File: config.mk
export PLATFORM = sky130hd
export DESIGN_NAME = rx_output_clock_and_reset
export DESIGN_NICKNAME = d
export VERILOG_FILES = /design/src/core/rxclk_pkg.sv /design/src/core/rxclk_if.sv /design/src/core/rx_output_clock_and_reset.sv /design/src/core/rxclk_div.sv
export SDC_FILE = /design/constraint.sdc
export NUM_CORES = 1
export LEC_CHECK = 0
export BUFFER_PORTS_ARGS = -buffer_cell sky130_fd_sc_hd__buf_2
export CORE_AREA = 2 2 113 115
export CTS_BUF_LIST = sky130_fd_sc_hd__clkbuf_8
export DETAILED_ROUTE_END_ITERATION = 8
export DIE_AREA = 0 0 115 117
export GPL_TIMING_DRIVEN = 0
export PLACE_DENSITY = 0.54
export SLEW_MARGIN = 5
export SYNTH_ARGS = -nofsm -noshare
export SYNTH_HDL_FRONTEND = slang
export SYNTH_SLANG_ARGS = --single-unit
export TNS_END_PERCENT = 50
File: constraint.sdc
create_clock -name clk_sys -period 0.9 [get_ports clk_sys]
set_input_delay 0.18 -clock clk_sys [delete_from_list [all_inputs] [get_ports clk_sys]]
set_output_delay 0.18 -clock clk_sys [all_outputs]
set_load 0.05 [all_outputs]
File: src/core/rxclk_pkg.sv
// constants and types for the receive output clock and reset block
package rxclk_pkg;

  // ----------------------------------------
  // sizes and reset values
  // ----------------------------------------
  localparam int NUM_CHAN = 4;
  localparam int WORD_W = 8;
  localparam int STAT_W = 3;
  localparam logic SRC_SEL_RST = 1'h0;
  localparam logic RATE_SEL_RST = 1'h0;
  localparam logic SRC_RECOVERED = 1'h0;
  localparam logic SRC_REFERENCE = 1'h1;
  localparam logic RATE_CHAR = 1'h0;
  localparam logic RATE_HALF = 1'h1;
  localparam int ALIGN_DLY = 1;

  // configuration strobe tracking machine states
  typedef enum logic [1:0] {
    CFG_IDLE = 2'h0,
    CFG_LOAD = 2'h1,
    CFG_HOLD = 2'h3
  } cfg_state_e;

endpackage

File: src/core/rxclk_if.sv
// per-channel divider connection between top and divider
`timescale 1ns/1ps
interface rxclk_if;
  logic tick;
  logic half_rate;
  logic clk_out;
  logic edge_ev;

  modport ctrl (
    output tick,
    output half_rate,
    input clk_out,
    input edge_ev
  );
  modport div (
    input tick,
    input half_rate,
    output clk_out,
    output edge_ev
  );
endinterface

File: src/core/rx_output_clock_and_reset.sv
// receive output clock pair generation, source/rate latches and device reset
`timescale 1ns/1ps

// ----------------------------------------
// overview
// ----------------------------------------
// four independent receive channels
// each channel owns one output clock pair
// true output comes from a divider flop
// complement output is a plain inverter
// so the pair can never overlap or skew in logic
// data and status registers follow the pair
// both pair edges move the data registers
// at character rate one edge per character
// at dual-character rate one edge per two ticks
//
// ----------------------------------------
// timing sources
// ----------------------------------------
// recovered tick: one pulse per recovered character
// reference tick: one pulse per reference period
// reference path has one extra flop of delay
// that delay lines the pair up with the data
// recovered path toggles one edge after its tick
// reference path toggles two edges after its tick
//
// ----------------------------------------
// configuration latches
// ----------------------------------------
// source latch: 0 recovered, 1 reference
// rate latch: 0 character, 1 dual-character
// a load strobe per channel writes both latches
// strobes may stand for many cycles back to back
// latches keep their value until the next strobe
// readback ports show the latched values
//
// ----------------------------------------
// half-rate reference
// ----------------------------------------
// reference source plus half-rate reference
// forces character divide, rate latch ignored
// recovered source keeps following the rate latch
// the half-rate level is taken live, not latched
//
// ----------------------------------------
// reset
// ----------------------------------------
// reset is asynchronous and active low
// every latch, divider and data flop clears
// the pair parks with true low, complement high
// the initial state holds after release
// the scan controller is outside this block
// and must be reset on its own
//
// ----------------------------------------
// limitations
// ----------------------------------------
// ticks are taken as synchronous to clk_sys
// two ticks in back-to-back cycles are honoured
// the divider phase is not cleared on a load
// so a dual-rate divide may start mid-pair
// the config machine only tracks strobe activity
// and steers nothing on the data path
module rx_output_clock_and_reset (
  input wire logic clk_sys,
  input wire logic arst_n,
  input wire logic [rxclk_pkg::NUM_CHAN-1:0] cfg_wr,
  input wire logic [rxclk_pkg::NUM_CHAN-1:0] cfg_src_sel,
  input wire logic [rxclk_pkg::NUM_CHAN-1:0] cfg_rate_sel,
  input wire logic [rxclk_pkg::NUM_CHAN-1:0] recovered_tick,
  input wire logic [rxclk_pkg::NUM_CHAN-1:0] ref_tick,
  input wire logic [rxclk_pkg::NUM_CHAN-1:0] ref_half_rate,
  input wire logic [rxclk_pkg::NUM_CHAN*rxclk_pkg::WORD_W-1:0] word_in,
  input wire logic [rxclk_pkg::NUM_CHAN*rxclk_pkg::STAT_W-1:0] status_in,
  output logic [rxclk_pkg::NUM_CHAN-1:0] rx_iface_clock_pair_p,
  output logic [rxclk_pkg::NUM_CHAN-1:0] rx_iface_clock_pair_n,
  output logic [rxclk_pkg::NUM_CHAN*rxclk_pkg::WORD_W-1:0] rx_parallel_word,
  output logic [rxclk_pkg::NUM_CHAN*rxclk_pkg::STAT_W-1:0] rx_status_bits,
  output logic [rxclk_pkg::NUM_CHAN-1:0] rx_clock_source_select,
  output logic [rxclk_pkg::NUM_CHAN-1:0] rx_clock_rate_select
);

  localparam int N = rxclk_pkg::NUM_CHAN;
  localparam int WW = rxclk_pkg::WORD_W;
  localparam int SW = rxclk_pkg::STAT_W;

  // ----------------------------------------
  // state
  // ----------------------------------------
  typedef struct packed {
    rxclk_pkg::cfg_state_e cfg;
    logic [N-1:0] src;
    logic [N-1:0] rate;
    logic [N-1:0] tick_d;
    logic [N*WW-1:0] word;
    logic [N*SW-1:0] stat;
  } top_s;

  top_s st_r;
  top_s st_nxt;

  logic [N-1:0] tick_sel;
  logic [N-1:0] half_eff;
  logic [N-1:0] clk_div;
  logic [N-1:0] edge_ev;

  // effective half-rate divide for one channel
  function automatic logic eff_half(input logic src, input logic rate, input logic ref_half);
    if (ref_half && src == rxclk_pkg::SRC_REFERENCE) begin
      eff_half = rxclk_pkg::RATE_CHAR;
    end else begin
      eff_half = rate;
    end
  endfunction

  // ----------------------------------------
  // divider per channel
  // ----------------------------------------
  for (genvar c = 0; c < N; c++) begin : g_ch
    rxclk_if lk ();
    assign lk.tick = tick_sel[c];
    assign lk.half_rate = half_eff[c];
    assign clk_div[c] = lk.clk_out;
    assign edge_ev[c] = lk.edge_ev;
    rxclk_div u_div (
      .clk_sys(clk_sys),
      .arst_n(arst_n),
      .lk(lk.div)
    );
  end

  // source mux and effective rate
  always_comb begin
    for (int c = 0; c < N; c++) begin
      if (st_r.src[c] == rxclk_pkg::SRC_RECOVERED) begin
        tick_sel[c] = recovered_tick[c];
      end else begin
        tick_sel[c] = st_r.tick_d[c];
      end
      half_eff[c] = eff_half(st_r.src[c], st_r.rate[c], ref_half_rate[c]);
    end
  end

  // ----------------------------------------
  // latches and output registers
  // ----------------------------------------
  always_comb begin
    st_nxt = st_r;
    st_nxt.tick_d = ref_tick;
    unique case (st_r.cfg)
      rxclk_pkg::CFG_IDLE: begin
        if (|cfg_wr) begin
          st_nxt.cfg = rxclk_pkg::CFG_LOAD;
        end
      end
      rxclk_pkg::CFG_LOAD: begin
        st_nxt.cfg = rxclk_pkg::CFG_HOLD;
      end
      rxclk_pkg::CFG_HOLD: begin
        if (!(|cfg_wr)) begin
          st_nxt.cfg = rxclk_pkg::CFG_IDLE;
        end
      end
      default: begin
        st_nxt.cfg = rxclk_pkg::CFG_IDLE;
      end
    endcase
    for (int c = 0; c < N; c++) begin
      if (cfg_wr[c]) begin
        st_nxt.src[c] = cfg_src_sel[c];
        st_nxt.rate[c] = cfg_rate_sel[c];
      end
      // data updates on every output clock edge, both edges at either rate
      if (edge_ev[c]) begin
        st_nxt.word[c*WW +: WW] = word_in[c*WW +: WW];
        st_nxt.stat[c*SW +: SW] = status_in[c*SW +: SW];
      end
    end
  end

  // reset returns latches to initial values; scan controller not wired here
  always_ff @(posedge clk_sys or negedge arst_n) begin
    if (!arst_n) begin
      st_r.cfg <= rxclk_pkg::CFG_IDLE;
      st_r.src <= {N{rxclk_pkg::SRC_SEL_RST}};
      st_r.rate <= {N{rxclk_pkg::RATE_SEL_RST}};
      st_r.tick_d <= '0;
      st_r.word <= '0;
      st_r.stat <= '0;
    end else begin
      st_r <= st_nxt;
    end
  end

  // clock pair and data outputs
  assign rx_iface_clock_pair_p = clk_div;
  assign rx_iface_clock_pair_n = ~clk_div;
  assign rx_parallel_word = st_r.word;
  assign rx_status_bits = st_r.stat;
  assign rx_clock_source_select = st_r.src;
  assign rx_clock_rate_select = st_r.rate;

endmodule

File: src/core/rxclk_div.sv
// one channel's output clock divider
`timescale 1ns/1ps
module rxclk_div (
  input wire logic clk_sys,
  input wire logic arst_n,
  rxclk_if.div lk
);

  typedef struct packed {
    logic phase;
    logic clk;
    logic ev;
  } div_s;

  div_s st_r;
  div_s st_nxt;

  // character rate toggles every tick, half rate every second tick
  always_comb begin
    st_nxt = st_r;
    st_nxt.ev = 1'h0;
    if (lk.tick) begin
      st_nxt.phase = ~st_r.phase;
      if (!lk.half_rate || st_r.phase) begin
        st_nxt.clk = ~st_r.clk;
        st_nxt.ev = 1'h1;
      end
    end
  end

  always_ff @(posedge clk_sys or negedge arst_n) begin
    if (!arst_n) begin
      st_r <= '0;
    end else begin
      st_r <= st_nxt;
    end
  end

  assign lk.clk_out = st_r.clk;
  assign lk.edge_ev = st_r.ev;

endmodule

# == After elaboration in Yosys (flattened, before gate mapping) ==
# Cells that the tools add are included.
# word_totals
regBits,68
in_bits,70
out_inout_bits,60
elab_cells,70
# classes
muxes,16
bitwise_logic,9
reduce_logical,16
# ops
cell,n
1-bit two-way mux,16
1-bit NOT,8
2-bit AND reduction,4
1-bit logical AND,4
1-bit logical NOT,4
1-bit logical OR,4
4-bit NOT,1

# == Depth between registers and ports, before layout ==
# Gate-level depths: netlist (run 1).
# logic_depth
word_depth,6
ltp_mapped,3
ltp_nobuf,3

# == By module ==
# Synthesis (run 1) repeated with hierarchy kept, for this count alone.
# hier_totals
hier_cells,208
hier_area_um2,3153.0
# modules_own_cells
module,n_inst,cells_each,area_each_um2,seq_area_each_um2
rx_output_clock_and_reset,1,180,2692.6,1401.3
rxclk_div,4,7,115.1,75.1

# == Least setup slack after synthesis (run 1) ==
# No wires, ideal clock.
# synth_timing
kind,reg-to-reg
startpoint,"register st_r, in the netlist rx_clock_source_select[0]"
endpoint,"register g_ch[0].u_div.st_r, in the netlist g_ch[0].u_div.lk.clk_out"
setup_time_ps,139
t_arrival_ps,851
required_time_ps,761
slack_ps,-90
path_stages_with_launch,4
path_buffers,0
synth_period_minus_slack_ps,990
cell_sequence,dfrtp_1 -> mux2i_1 -> o21ai_2 -> xnor2_1
# synth_between
elab_chain_len,5
elab_cells_between_ends,6
cone_classes,mux (2); reduce/logical (4)
# synth_rtl
item,line_no,source
from (decl),rx_output_clock_and_reset.sv:99,top_s st_r;
from (signal assigned),rx_output_clock_and_reset.sv:191,st_r <= st_nxt;
1-bit logical AND,rx_output_clock_and_reset.sv:109,if (ref_half && src == rxclk_pkg::SRC_REFERENCE) begin
1-bit two-way mux,rx_output_clock_and_reset.sv:109,
1-bit logical NOT,rxclk_div.sv:24,if (!lk.half_rate || st_r.phase) begin
1-bit logical OR,rxclk_div.sv:24,
2-bit AND reduction (no source line) *,--,
to (signal assigned),rxclk_div.sv:35,st_r <= st_nxt;
to (decl),rxclk_div.sv:15,div_s st_r;
# Mark *: on every way between the ends. The rest lies on a longest branch, timed or not.
# A chain may end at the register's enable or synchronous reset.

# == Worst setup path after layout (run 1) ==
# layout_timing
startpoint,"register st_r, in the netlist rx_clock_rate_select[1]"
endpoint,output port rx_clock_rate_select[1] (netlist bit)
# layout_lines
item,line_no,source
to (decl),rx_output_clock_and_reset.sv:80,output logic [rxclk_pkg::NUM_CHAN-1:0] rx_clock_rate_select
# No word-level cell between the ends.

==> results.md, run 1 <==
* Failing checks: negative hold slack, negative setup slack
* Area leader, netlist: dfrtp_1
* RR Startpoint: rx_clock_rate_select[3]
* Pwr dens at 3150 nW/um^2
* GPL Wtd Cong at 0.686
* Detailed Route WL at 6910 um
* CTS tree: done
* Post-synth ARST share at 100%
* Worst setup margin at -305 ps
* Final HPWL DP at 4530 um
* Slew HR at 69.4%
* Number of diodes at 0
* Drt via density at 3.94
* Initial DRC Count at 36
* # hold bufs at CTS at 4
* IO Pins at 130
* Clk_skew at 7.98 ps
* Switch share at 38.3%
* DR pass1 iterations at 2
* Final min period at 1210 ps
* Layout cell share with drive strength beyond 1 at 76.1%
* GRT Resource Usage Total at 10.6%
* Layout Nets at 454
* Pint at 10300 uW
* Yosys top cell area share at 57.3%
* Site Rows at 41
* Hold Vio Cnt, Final at 33
* Startpoint class of the critical path: flip-flop
* Die width at 115 um
* Max FO, Critical Path at 4
* Status: complete, but fails checks
* Leak Pwr at 0.00260 uW
* Longest Clk Path Bufs at 2
* Final period util at 134%
* CP Cell Sequence: buf_6, buf_8
* Syn_nets at 284
* H-tree Lvls at 3
* Unrepaired setup endpoints after global routing: true
* Final core utilization at 43.0%
* Critical Path RT at 720 ps
* CTS Sinks at 68
* Initial Util at 24.1%
* Clk pin slew, worst setup/hold paths at 70 ps
* Post-Syn Area per Cell at 13.9 um^2
* Flop pwr share at 27.9%
* Synth-to-Final Area Change at 78.1%
* WP buf/inv at 2
* Delay of the slowest cell on the worst path at 410 ps
* Post-Synthesis Cells at 214
* Dpl ws at -159 ps
* R2r endpoint: g_ch[3].u_div.lk.clk_out
* Switch Pwr at 6370 uW
* Final setup viols at 117
* Vias in the first global route at 2260
* Clk root buf: clkbuf_8
* Most common cell in the netlist: dfrtp_1
* Routed via count at 2122
* # DRC at 0
* CP max-delay cell: dfrtp_1
* Port bufs at 129
* Dominant cells by area after synthesis: dfrtp_1, mux2_2, buf_4
* Cell Area, Synth at 2970 um^2
* Num CTS Buffers at 9
* Worst-margin pin slew at 459 ps
* Peak supply drop at 1.79 mV
* Congestion Overflow GR at 0
* Kind of critical path: flip-flop to output pin
* Worst skew pair latency at 340 ps
* CP Capture Type: output pin
* Clock share of power at 13.8%
* Filler cells at 1139
* Die H at 117 um
* Seq cells post-synth at 68
* Final slew viol count at 0
* Synth cell count leaders: dfrtp_1, buf_4, mux2_2, xnor2_1
* EDFF count, synth at 0
* Crit path max-delay family: flip-flops
* Critical Path AT at 1030 ps
* Initial antenna violation count at 0
* Post-DRT Antenna Nets at 0
* Core area at 12300 um^2
* Unique masters post-synth at 15
* Die ar. at 13500 um^2
* Routed wire per std cell at 12.8 um
* Yosys warnings at 0
* Largest net degree at the start of global routing at 36
* Cells on worst reg2reg path at 5
* Max cap viols at 0
* Primary FF master, synth: dfrtp_1
* Sequential-to-total area share from yosys stat at 57.3%
* Worst Hold Class: primary input to async pin
* Max Fclk at 830 MHz
* First-pass GRT wire length at 10700 um
* Flop-to-flop setup slack at -280 ps
* Combinational fraction of design power at 58.4%
* Hold slack at -221 ps
timing repair:
action / CTS / global route
gates resized for setup: 238 / 31
setup endpoints to repair: 111 / 119
endpoints found under the hold margin: 37 / 33
pin swaps: 5 / 1
buffers inserted: 20 / 9
cells in the final DEF (no fill, tap or decap), types with 2 or more instances in the layout:
cell	n
o22ai_2	3
buf_2	68
clkbuf_8	12
inv_1	4
mux2_4	36
dfrtp_1	68
nor3b_4	2
dlygate4sd3_1	4
mux2_2	16
and2_4	3
xnor2_1	8
buf_4	22
nor2b_1	4
buf_6	63
nand2b_4	3
buf_8	61
inv_2	3
nand2_1	3
sequential cells by signal, indices dropped and copies added (netlist names):
name,count
g_ch.u_div.lk.edge_ev,4
g_ch.u_div.st_r,4
g_ch.u_div.lk.clk_out,4
rx_clock_source_select,4
rx_clock_rate_select,4
rx_parallel_word,32
rx_status_bits,12
st_r,4
power groups by stage:
| stage | registers (uW) | logic (uW) | clock network [uW] |
|---|---|---|---|
| 5_1_grt | 4740 | 10100 | 2590 |
| 4_1_cts | 4600 | 9320 | 2450 |
| 3_3_place_gp | 4450 | 6640 | 0 |
| 2_1_floorplan | 4350 | 5540 | 0 |
| 6_report | 4640 | 9710 | 2290 |
| 3_5_place_dp | 4500 | 6680 | 0 |
metal layers:
layer,part of all wire [%],routed length [um],global-route usage (%)
met1,42,2940,12.6
met5,0,0,0
met3,6.1,422,3.35
met2,49,3360,16.6
met4,2.8,191,6.91
cell type report:
cell class / instances / area (um^2) / share of cell area, %
buffer: 56 / 638 / 12.1
clock inverter: 4 / 16.3 / 0.307
clock buffer: 12 / 165 / 3.12
inverter: 4 / 15.0 / 0.284
tap: 150 / 188 / 3.55
timing repair buffer: 163 / 1550 / 29.4
multi-input combinational: 82 / 1010 / 19.2
sequential: 68 / 1700 / 32.2
stage by stage:
stage	cell area, um^2	total power (uW)	cells	setup TNS [ps]
2_1_floorplan	3080	9900	214	-1670
3_3_place_gp	3920	11100	493	-54670
3_5_place_dp	3940	11200	494	-4430
4_1_cts	5110	16400	530	-23820
5_1_grt	5290	17500	539	-27020
6_report	5290	16600	539	-21760
cell families after synthesis:
group / count (synthesis) / share of synthesized area, %
compound gates: 4 / 1.56
xor+xnor: 8 / 2.36
flops: 68 / 57.3
simple gates: 17 / 3.41
mux: 53 / 20.1
buf+inv: 64 / 15.3
worst max path at each step:
stage	cells past startpoint	from	to	slack (ps)
finish	2	rx_clock_rate_select[1]	rx_clock_rate_select[1]	-310
global route	2	rx_clock_rate_select[1]	rx_clock_rate_select[1]	-370
CTS	2	rx_clock_rate_select[1]	rx_clock_rate_select[1]	-340
detailed placement	3	g_ch[1].u_div.st_r[2]	g_ch[1].u_div.lk.clk_out	-160
global placement	1	arst_n	rx_clock_rate_select[2]	-760
floorplan	3	rx_clock_source_select[0]	g_ch[0].u_div.lk.clk_out	-80
No activity file was read; power rests on OpenSTA's default activity.
==> run 2, diff against run 1 <==
==> constraint.sdc (replaced) <==
create_clock -name clk_sys -period 0.9 [get_ports clk_sys]
set_input_delay 0.045 -clock clk_sys [delete_from_list [all_inputs] [get_ports clk_sys]]
set_output_delay 0.045 -clock clk_sys [all_outputs]
set_load 0.05 [all_outputs]
==> run 2 against run 1 <==
  * The run ends with negative setup slack left
  * Worst setup slack improved by 100 ps
  * Cell count rose by 12%
  * Critical path depth rose by 2
  * First-iteration DRC count rose by 5.6%
  * Global-route usage rose by 1.2 points
  * Fmax rose by 9.5%
  * Sequential share of layout area fell by 3.6 points
  * Critical endpoint is now g_ch[0].u_div.lk.clk_out
  * Highest routed layer unchanged
==> results.md, run 2 (same netlist as run 1, synthesis figures left out) <==
* Final slew viol count at 0 (unchanged)
* Clk root buf: clkbuf_8
* Critical Path RT at 1170 ps (+450 ps)
* Port bufs at 129 (unchanged)
* Final min period at 1100 ps (-104 ps)
* Layout cell share with drive strength beyond 1 at 67.0% (-9.1 points)
* First-pass GRT wire length at 11900 um (+12%)
* Status: complete, but fails checks
* Kind of critical path: flip-flop to flip-flop
* Number of diodes at 0 (unchanged)
* Max FFs per register at 32 (unchanged)
* Final total power at 17100 uW (+3.1%)
* Routed wire per std cell at 13.1 um (+2.4%)
* GPL Wtd Cong at 0.686 (unchanged)
* Unrepaired setup endpoints after global routing: true
* Post-DP Area at 3940 um^2 (unchanged)
* Longest Clk Path Bufs at 2 (unchanged)
* Max FO, Critical Path at 3 (-1)
* CP Capture Type: flip-flop
* # DRC at 0 (unchanged)
* IO Pins at 130 (unchanged)
* Site Rows at 41 (unchanged)
* Critical Path AT at 1380 ps (+350 ps)
* Largest net degree at the start of global routing at 36 (unchanged)
* Core area at 12300 um^2 (unchanged)
* Slew HR at 69.7% (+0.32 points)
* Max Fclk at 908 MHz (+9.5%)
* Leak Pwr at 0.00289 uW (+11%)
* Most frequent cells in the layout: buf_2, dfrtp_1, dlygate4sd3_1
* Congestion Overflow GR at 0 (unchanged)
* Routed via count at 2381 (+12%)
* Worst setup margin at -201 ps (+104 ps)
* Final instance area at 5960 um^2 (+13%)
* Max cap viols at 0 (unchanged)
* H-tree Lvls at 3 (unchanged)
* Startpoint class of the critical path: flip-flop
* Die width at 115 um (unchanged)
* Post-DRT Antenna Nets at 0 (unchanged)
* Final setup viols at 114 (-2.6%)
* Worst-margin pin slew at 454 ps (-4.86 ps)
* Initial antenna violation count at 0 (unchanged)
* Failing checks: negative setup slack
* Hold Vio Cnt, Final at 0 (-100%)
* Worst Hold Class: primary input to flip-flop
* GRT Resource Usage Total at 11.8% (+1.2 points)
* Setup_tns at -13540 ps (+8220 ps)
* Final HPWL DP at 4530 um (unchanged)
* Pwr dens at 2880 nW/um^2 (-8.6%)
* Drt via density at 3.94 (about the same)
* Peak supply drop at 1.94 mV (+7.8%)
* Worst skew pair latency at 350 ps (about the same)
* Vias in the first global route at 2540 (+12%)
* Most common cell after layout, fill and taps aside: buf_2
* Final period util at 122% (-12 points)
* Initial Util at 24.1% (unchanged)
* Die H at 117 um (unchanged)
* Num CTS Buffers at 9 (unchanged)
* CTS tree: done
* Clk pin slew, worst setup/hold paths at 70 ps (about the same)
* Synth-to-Final Area Change at 101%
* Clk_skew at 9.99 ps (+2.01 ps)
* Initial DRC Count at 38 (+5.6%)
* Layout Nets at 520 (+15%)
* Final core utilization at 48.4% (+5.5 points)
* CTS Sinks at 68 (unchanged)
* Detailed Route WL at 7950 um (+15%)
* DR pass1 iterations at 3 (+1)
* Die ar. at 13500 um^2 (unchanged)
[run 2: worst max-delay path, cell delays in order, from the launching register on]
cell	delay, ps
dfrtp_1	410
buf_6	140
mux2i_4	180
o21ai_2	180
xnor2_1	130
[run 2: stage by stage]
step | hold slack, ps | setup slack [ps] | instances
2_1_floorplan | -251 | -76.6 | 214
3_3_place_gp | 154 | -620 | 493
3_5_place_dp | 29.3 | -159 | 494
4_1_cts | 22.7 | -207 | 593
5_1_grt | 53.1 | -271 | 605
6_report | 56.2 | -201 | 605
[run 2: final cells by class]
type,count,area (um^2)
sequential,68,1700
timing repair buffer,229,2200
clock inverter,4,16.3
fill,1068,6350
clock buffer,12,165
inverter,4,15.0
multi-input combinational,82,1040
buffer,56,638
tap,150,188
[run 2: repair_timing]
item	in CTS	in global routing
gates resized for setup	232	42
hold endpoints to repair	95	0
endpoints found under the setup margin	111	119
cloned	0	0
setup buffers	21	12
pin swaps	3	7
hold buffers	66	0
[run 2: layer usage]
| layer | global-route usage [%] | share of wire (%) |
|---|---|---|
| met4 | 6.67 | 2.2 |
| met2 | 19.6 | 51 |
| met5 | 0 | 0 |
| met3 | 3.76 | 6.0 |
| met1 | 13.4 | 40 |
[run 2: worst paths after layout]
| path | from | end | slack (ps) | depth (start not counted) |
|---|---|---|---|---|
| setup / recovery | rx_clock_source_select[0] | g_ch[0].u_div.lk.clk_out | -200 | 4 |
| hold / removal | ref_half_rate[3] | g_ch[3].u_div.lk.edge_ev | 60 | 3 |
| setup reg to reg | rx_clock_source_select[0] | g_ch[0].u_div.lk.clk_out | -200 | 4 |
| hold reg to reg | g_ch[0].u_div.st_r[2] | g_ch[0].u_div.st_r[2] | 490 | 1 |
| max in group asynchronous | arst_n | rx_clock_rate_select[2] | 150 | 3 |
| min in group asynchronous | arst_n | rx_parallel_word[1] | 200 | 2 |
[run 2: power breakdown]
group,leakage [uW],switching (uW),internal [uW]
logic,0.00199,4720,5460
clock network,0.000106,1100,1190
registers,0.000794,734,3930
total,0.00289,6560,10600
==> run 3, diff against run 2 <==
--- a/config.mk
+++ b/config.mk
@@ -12,7 +12,8 @@
 export DIE_AREA = 0 0 115 117
 export GPL_TIMING_DRIVEN = 0
 export PLACE_DENSITY = 0.54
-export SLEW_MARGIN = 5
+export REMOVE_ABC_BUFFERS = 1
+export SLEW_MARGIN = 20
 export SYNTH_ARGS = -nofsm -noshare
 export SYNTH_HDL_FRONTEND = slang
 export SYNTH_SLANG_ARGS = --single-unit
==> run 3 against run 2 <==
  * The run still ends with negative setup slack left
  * First-iteration DRC count increased by 42%
  * Via count fell by 12%
  * Register-to-register slack gained 120 ps
  * Flip-flop and latch count unchanged
  * Non-clock buffer count down 70
  * Clock-buffer cell count down 1
  * Clock skew up 1.1 ps
  * Core utilization down 8.7 points
  * Worst hold slack lost 18 ps
  * Sequential power hardly changed
  * Highest routed layer unchanged
==> results.md, run 3 (same netlist as run 1, synthesis figures left out) <==
* CP max-delay cell: dfrtp_1
* CP Capture Type: output pin
* Initial DRC Count at 54 (+42%)
* Num CTS Buffers at 9 (unchanged)
* # DRC at 0 (unchanged)
* Drt via density at 3.93 (about the same)
* CP Cell Sequence: inv_2, buf_8
* Routed wire per std cell at 13.2 um (+0.50%)
* Die width at 115 um (unchanged)
* Most frequent cells in the layout: buf_2, dlygate4sd3_1, dfrtp_1, buf_6, mux2_2
* Leak Pwr at 0.00228 uW (-21%)
* Max cap viols at 0 (unchanged)
* Setup_tns at -6000 ps (+7540 ps)
* Filler cells at 1116 (+4.5%)
* Core area at 12300 um^2 (unchanged)
* Initial antenna violation count at 0 (unchanged)
* Switch Pwr at 5890 uW (-10%)
* Die H at 117 um (unchanged)
* GRT Resource Usage Total at 11.0% (-0.74 points)
* Combinational fraction of design power at 50.4% (-9.0 points)
* Clk_skew at 11.0 ps (+1.05 ps)
* Port bufs at 129 (unchanged)
* Final setup viols at 114 (unchanged)
* Routed via count at 2104 (-12%)
* Startpoint class of the critical path: flip-flop
* Layout cell share with drive strength beyond 1 at 62.3% (-4.7 points)
* Pint at 8510 uW (-20%)
* Final core utilization at 39.8% (-8.7 points)
* Max FFs per register at 32 (unchanged)
* Largest net degree at the start of global routing at 38 (+5.6%)
* Layout Nets at 450 (-13%)
* Delay of the slowest cell on the worst path at 400 ps (about the same)
* Switch share at 40.9% (+2.7 points)
* Critical Path AT at 980 ps (-400 ps)
* Flop pwr share at 32.3% (+5.1 points)
* CTS Sinks at 68 (unchanged)
* Failing checks: negative setup slack
* Crit path max-delay family: flip-flops
* GPL Wtd Cong at 0.666 (-2.9%)
* Final min period at 1020 ps (-78.2 ps)
* Slew HR at 71.6% (+1.9 points)
* Final total power at 14400 uW (-16%)
* Final period util at 114% (-8.7 points)
* Most common cell after layout, fill and taps aside: buf_2
* Synth-to-Final Area Change at 64.8%
* Worst Hold Class: primary input to flip-flop
* Status: complete, but fails checks
* Initial Util at 24.1% (unchanged)
* Clk root buf: clkbuf_8
* IO Pins at 130 (unchanged)
* DR pass1 iterations at 4 (+1)
* Hold Vio Cnt, Final at 0 (unchanged)
* Clock share of power at 17.3% (+3.9 points)
* Post-DRT Antenna Nets at 0 (unchanged)
* Max FO, Critical Path at 2 (-1)
* Vias in the first global route at 2310 (-9.1%)
* Detailed Route WL at 7060 um (-11%)
* Number of diodes at 0 (unchanged)
* First-pass GRT wire length at 11000 um (-7.5%)
* Site Rows at 41 (unchanged)
* Final HPWL DP at 4040 um (-11%)
* Pwr dens at 2940 nW/um^2 (+2.3%)
* H-tree Lvls at 3 (unchanged)
* Peak supply drop at 1.71 mV (-12%)
* Dpl ws at -264 ps (-105 ps)
* CTS tree: done
* Die ar. at 13500 um^2 (unchanged)
* Final slew viol count at 0 (unchanged)
* Kind of critical path: flip-flop to output pin
* Worst setup margin at -123 ps (+78.2 ps)
* Worst skew pair latency at 350 ps (about the same)
* Worst-margin pin slew at 426 ps (-28.4 ps)
* Unrepaired setup endpoints after global routing: true
* Longest Clk Path Bufs at 2 (unchanged)
* Critical Path RT at 850 ps (-320 ps)
* Congestion Overflow GR at 0 (unchanged)
* Max Fclk at 978 MHz (+7.6%)
* Clk pin slew, worst setup/hold paths at 70 ps (about the same)
* WP buf/inv at 2 (+1)
run 3: cell types whose count changed in the layout (fill, tap and decap cells not counted), moves of 2 or more:
cell     change
buf_8       -56
mux2_2      +32
mux2_4      -32
buf_4       -16
dfrtp_1      -5
dfrtp_2      +5
buf_6        +4
nor3b_2      +2
nor3b_4      -2
run 3: power by group through the flow:
stage	Clock (uW)	Sequential (uW)	Combinational [uW]
after floorplan	0	7080	1410
after global placement	0	4540	5220
after detailed placement	0	4570	5270
after CTS	2630	4630	7110
after global routing	2750	4760	7590
final	2500	4650	7250
run 3: path summary, 6_finish.rpt:
| path | slack [ps] | startpoint | endpoint | depth (start not counted) |
|---|---|---|---|---|
| setup / recovery | -120 | g_ch[1].u_div.lk.clk_out | rx_iface_clock_pair_n[1] | 2 |
| hold / removal | 40 | ref_half_rate[3] | g_ch[3].u_div.lk.edge_ev | 3 |
| setup reg to reg | -80 | rx_clock_source_select[0] | g_ch[0].u_div.st_r[2] | 3 |
| hold reg to reg | 500 | g_ch[0].u_div.st_r[2] | g_ch[0].u_div.st_r[2] | 1 |
| max in group asynchronous | 170 | arst_n | g_ch[0].u_div.lk.edge_ev | 3 |
| min in group asynchronous | 170 | arst_n | rx_clock_source_select[3] | 2 |
run 3: cell type report:
cell class,instances,area (um^2),area share (%)
clock buffer,11,151,3.09
clock inverter,5,45.0,0.920
inverter,4,15.0,0.307
multi-input combinational,82,892,18.2
sequential,68,1710,34.9
tap,150,188,3.83
timing repair buffer,215,1890,38.7
run 3: layer usage:
metal	share of wire (%)	GRT usage, %	wire length, um
met5	0	0	0
met4	2.6	6.59	184
met3	6.9	4.02	485
met2	52	19.6	3710
met1	38	11.1	2680
run 3: metrics by stage:
step,std cells,hold slack [ps],instance area [um^2]
global route,535,24.5,4890
global placement,433,154,3360
finish,535,38.7,4890
CTS,529,11.4,4830
floorplan,154,-251,2530
detailed placement,434,13.9,3390
run 3: repair_timing:
item | in CTS | in global routing
pin swaps | 6 | 1
buffers inserted | 14 | 6
gates cloned | 0 | 0
setup endpoints to repair | 116 | 117
hold endpoints to repair | 128 | 0
resized for setup | 153 | 6
hold buffers | 65 | 0
run 3: worst min-delay path: stages:
cell,delay [ps]
buf_2,80
nor3b_2,40
o22ai_2,160
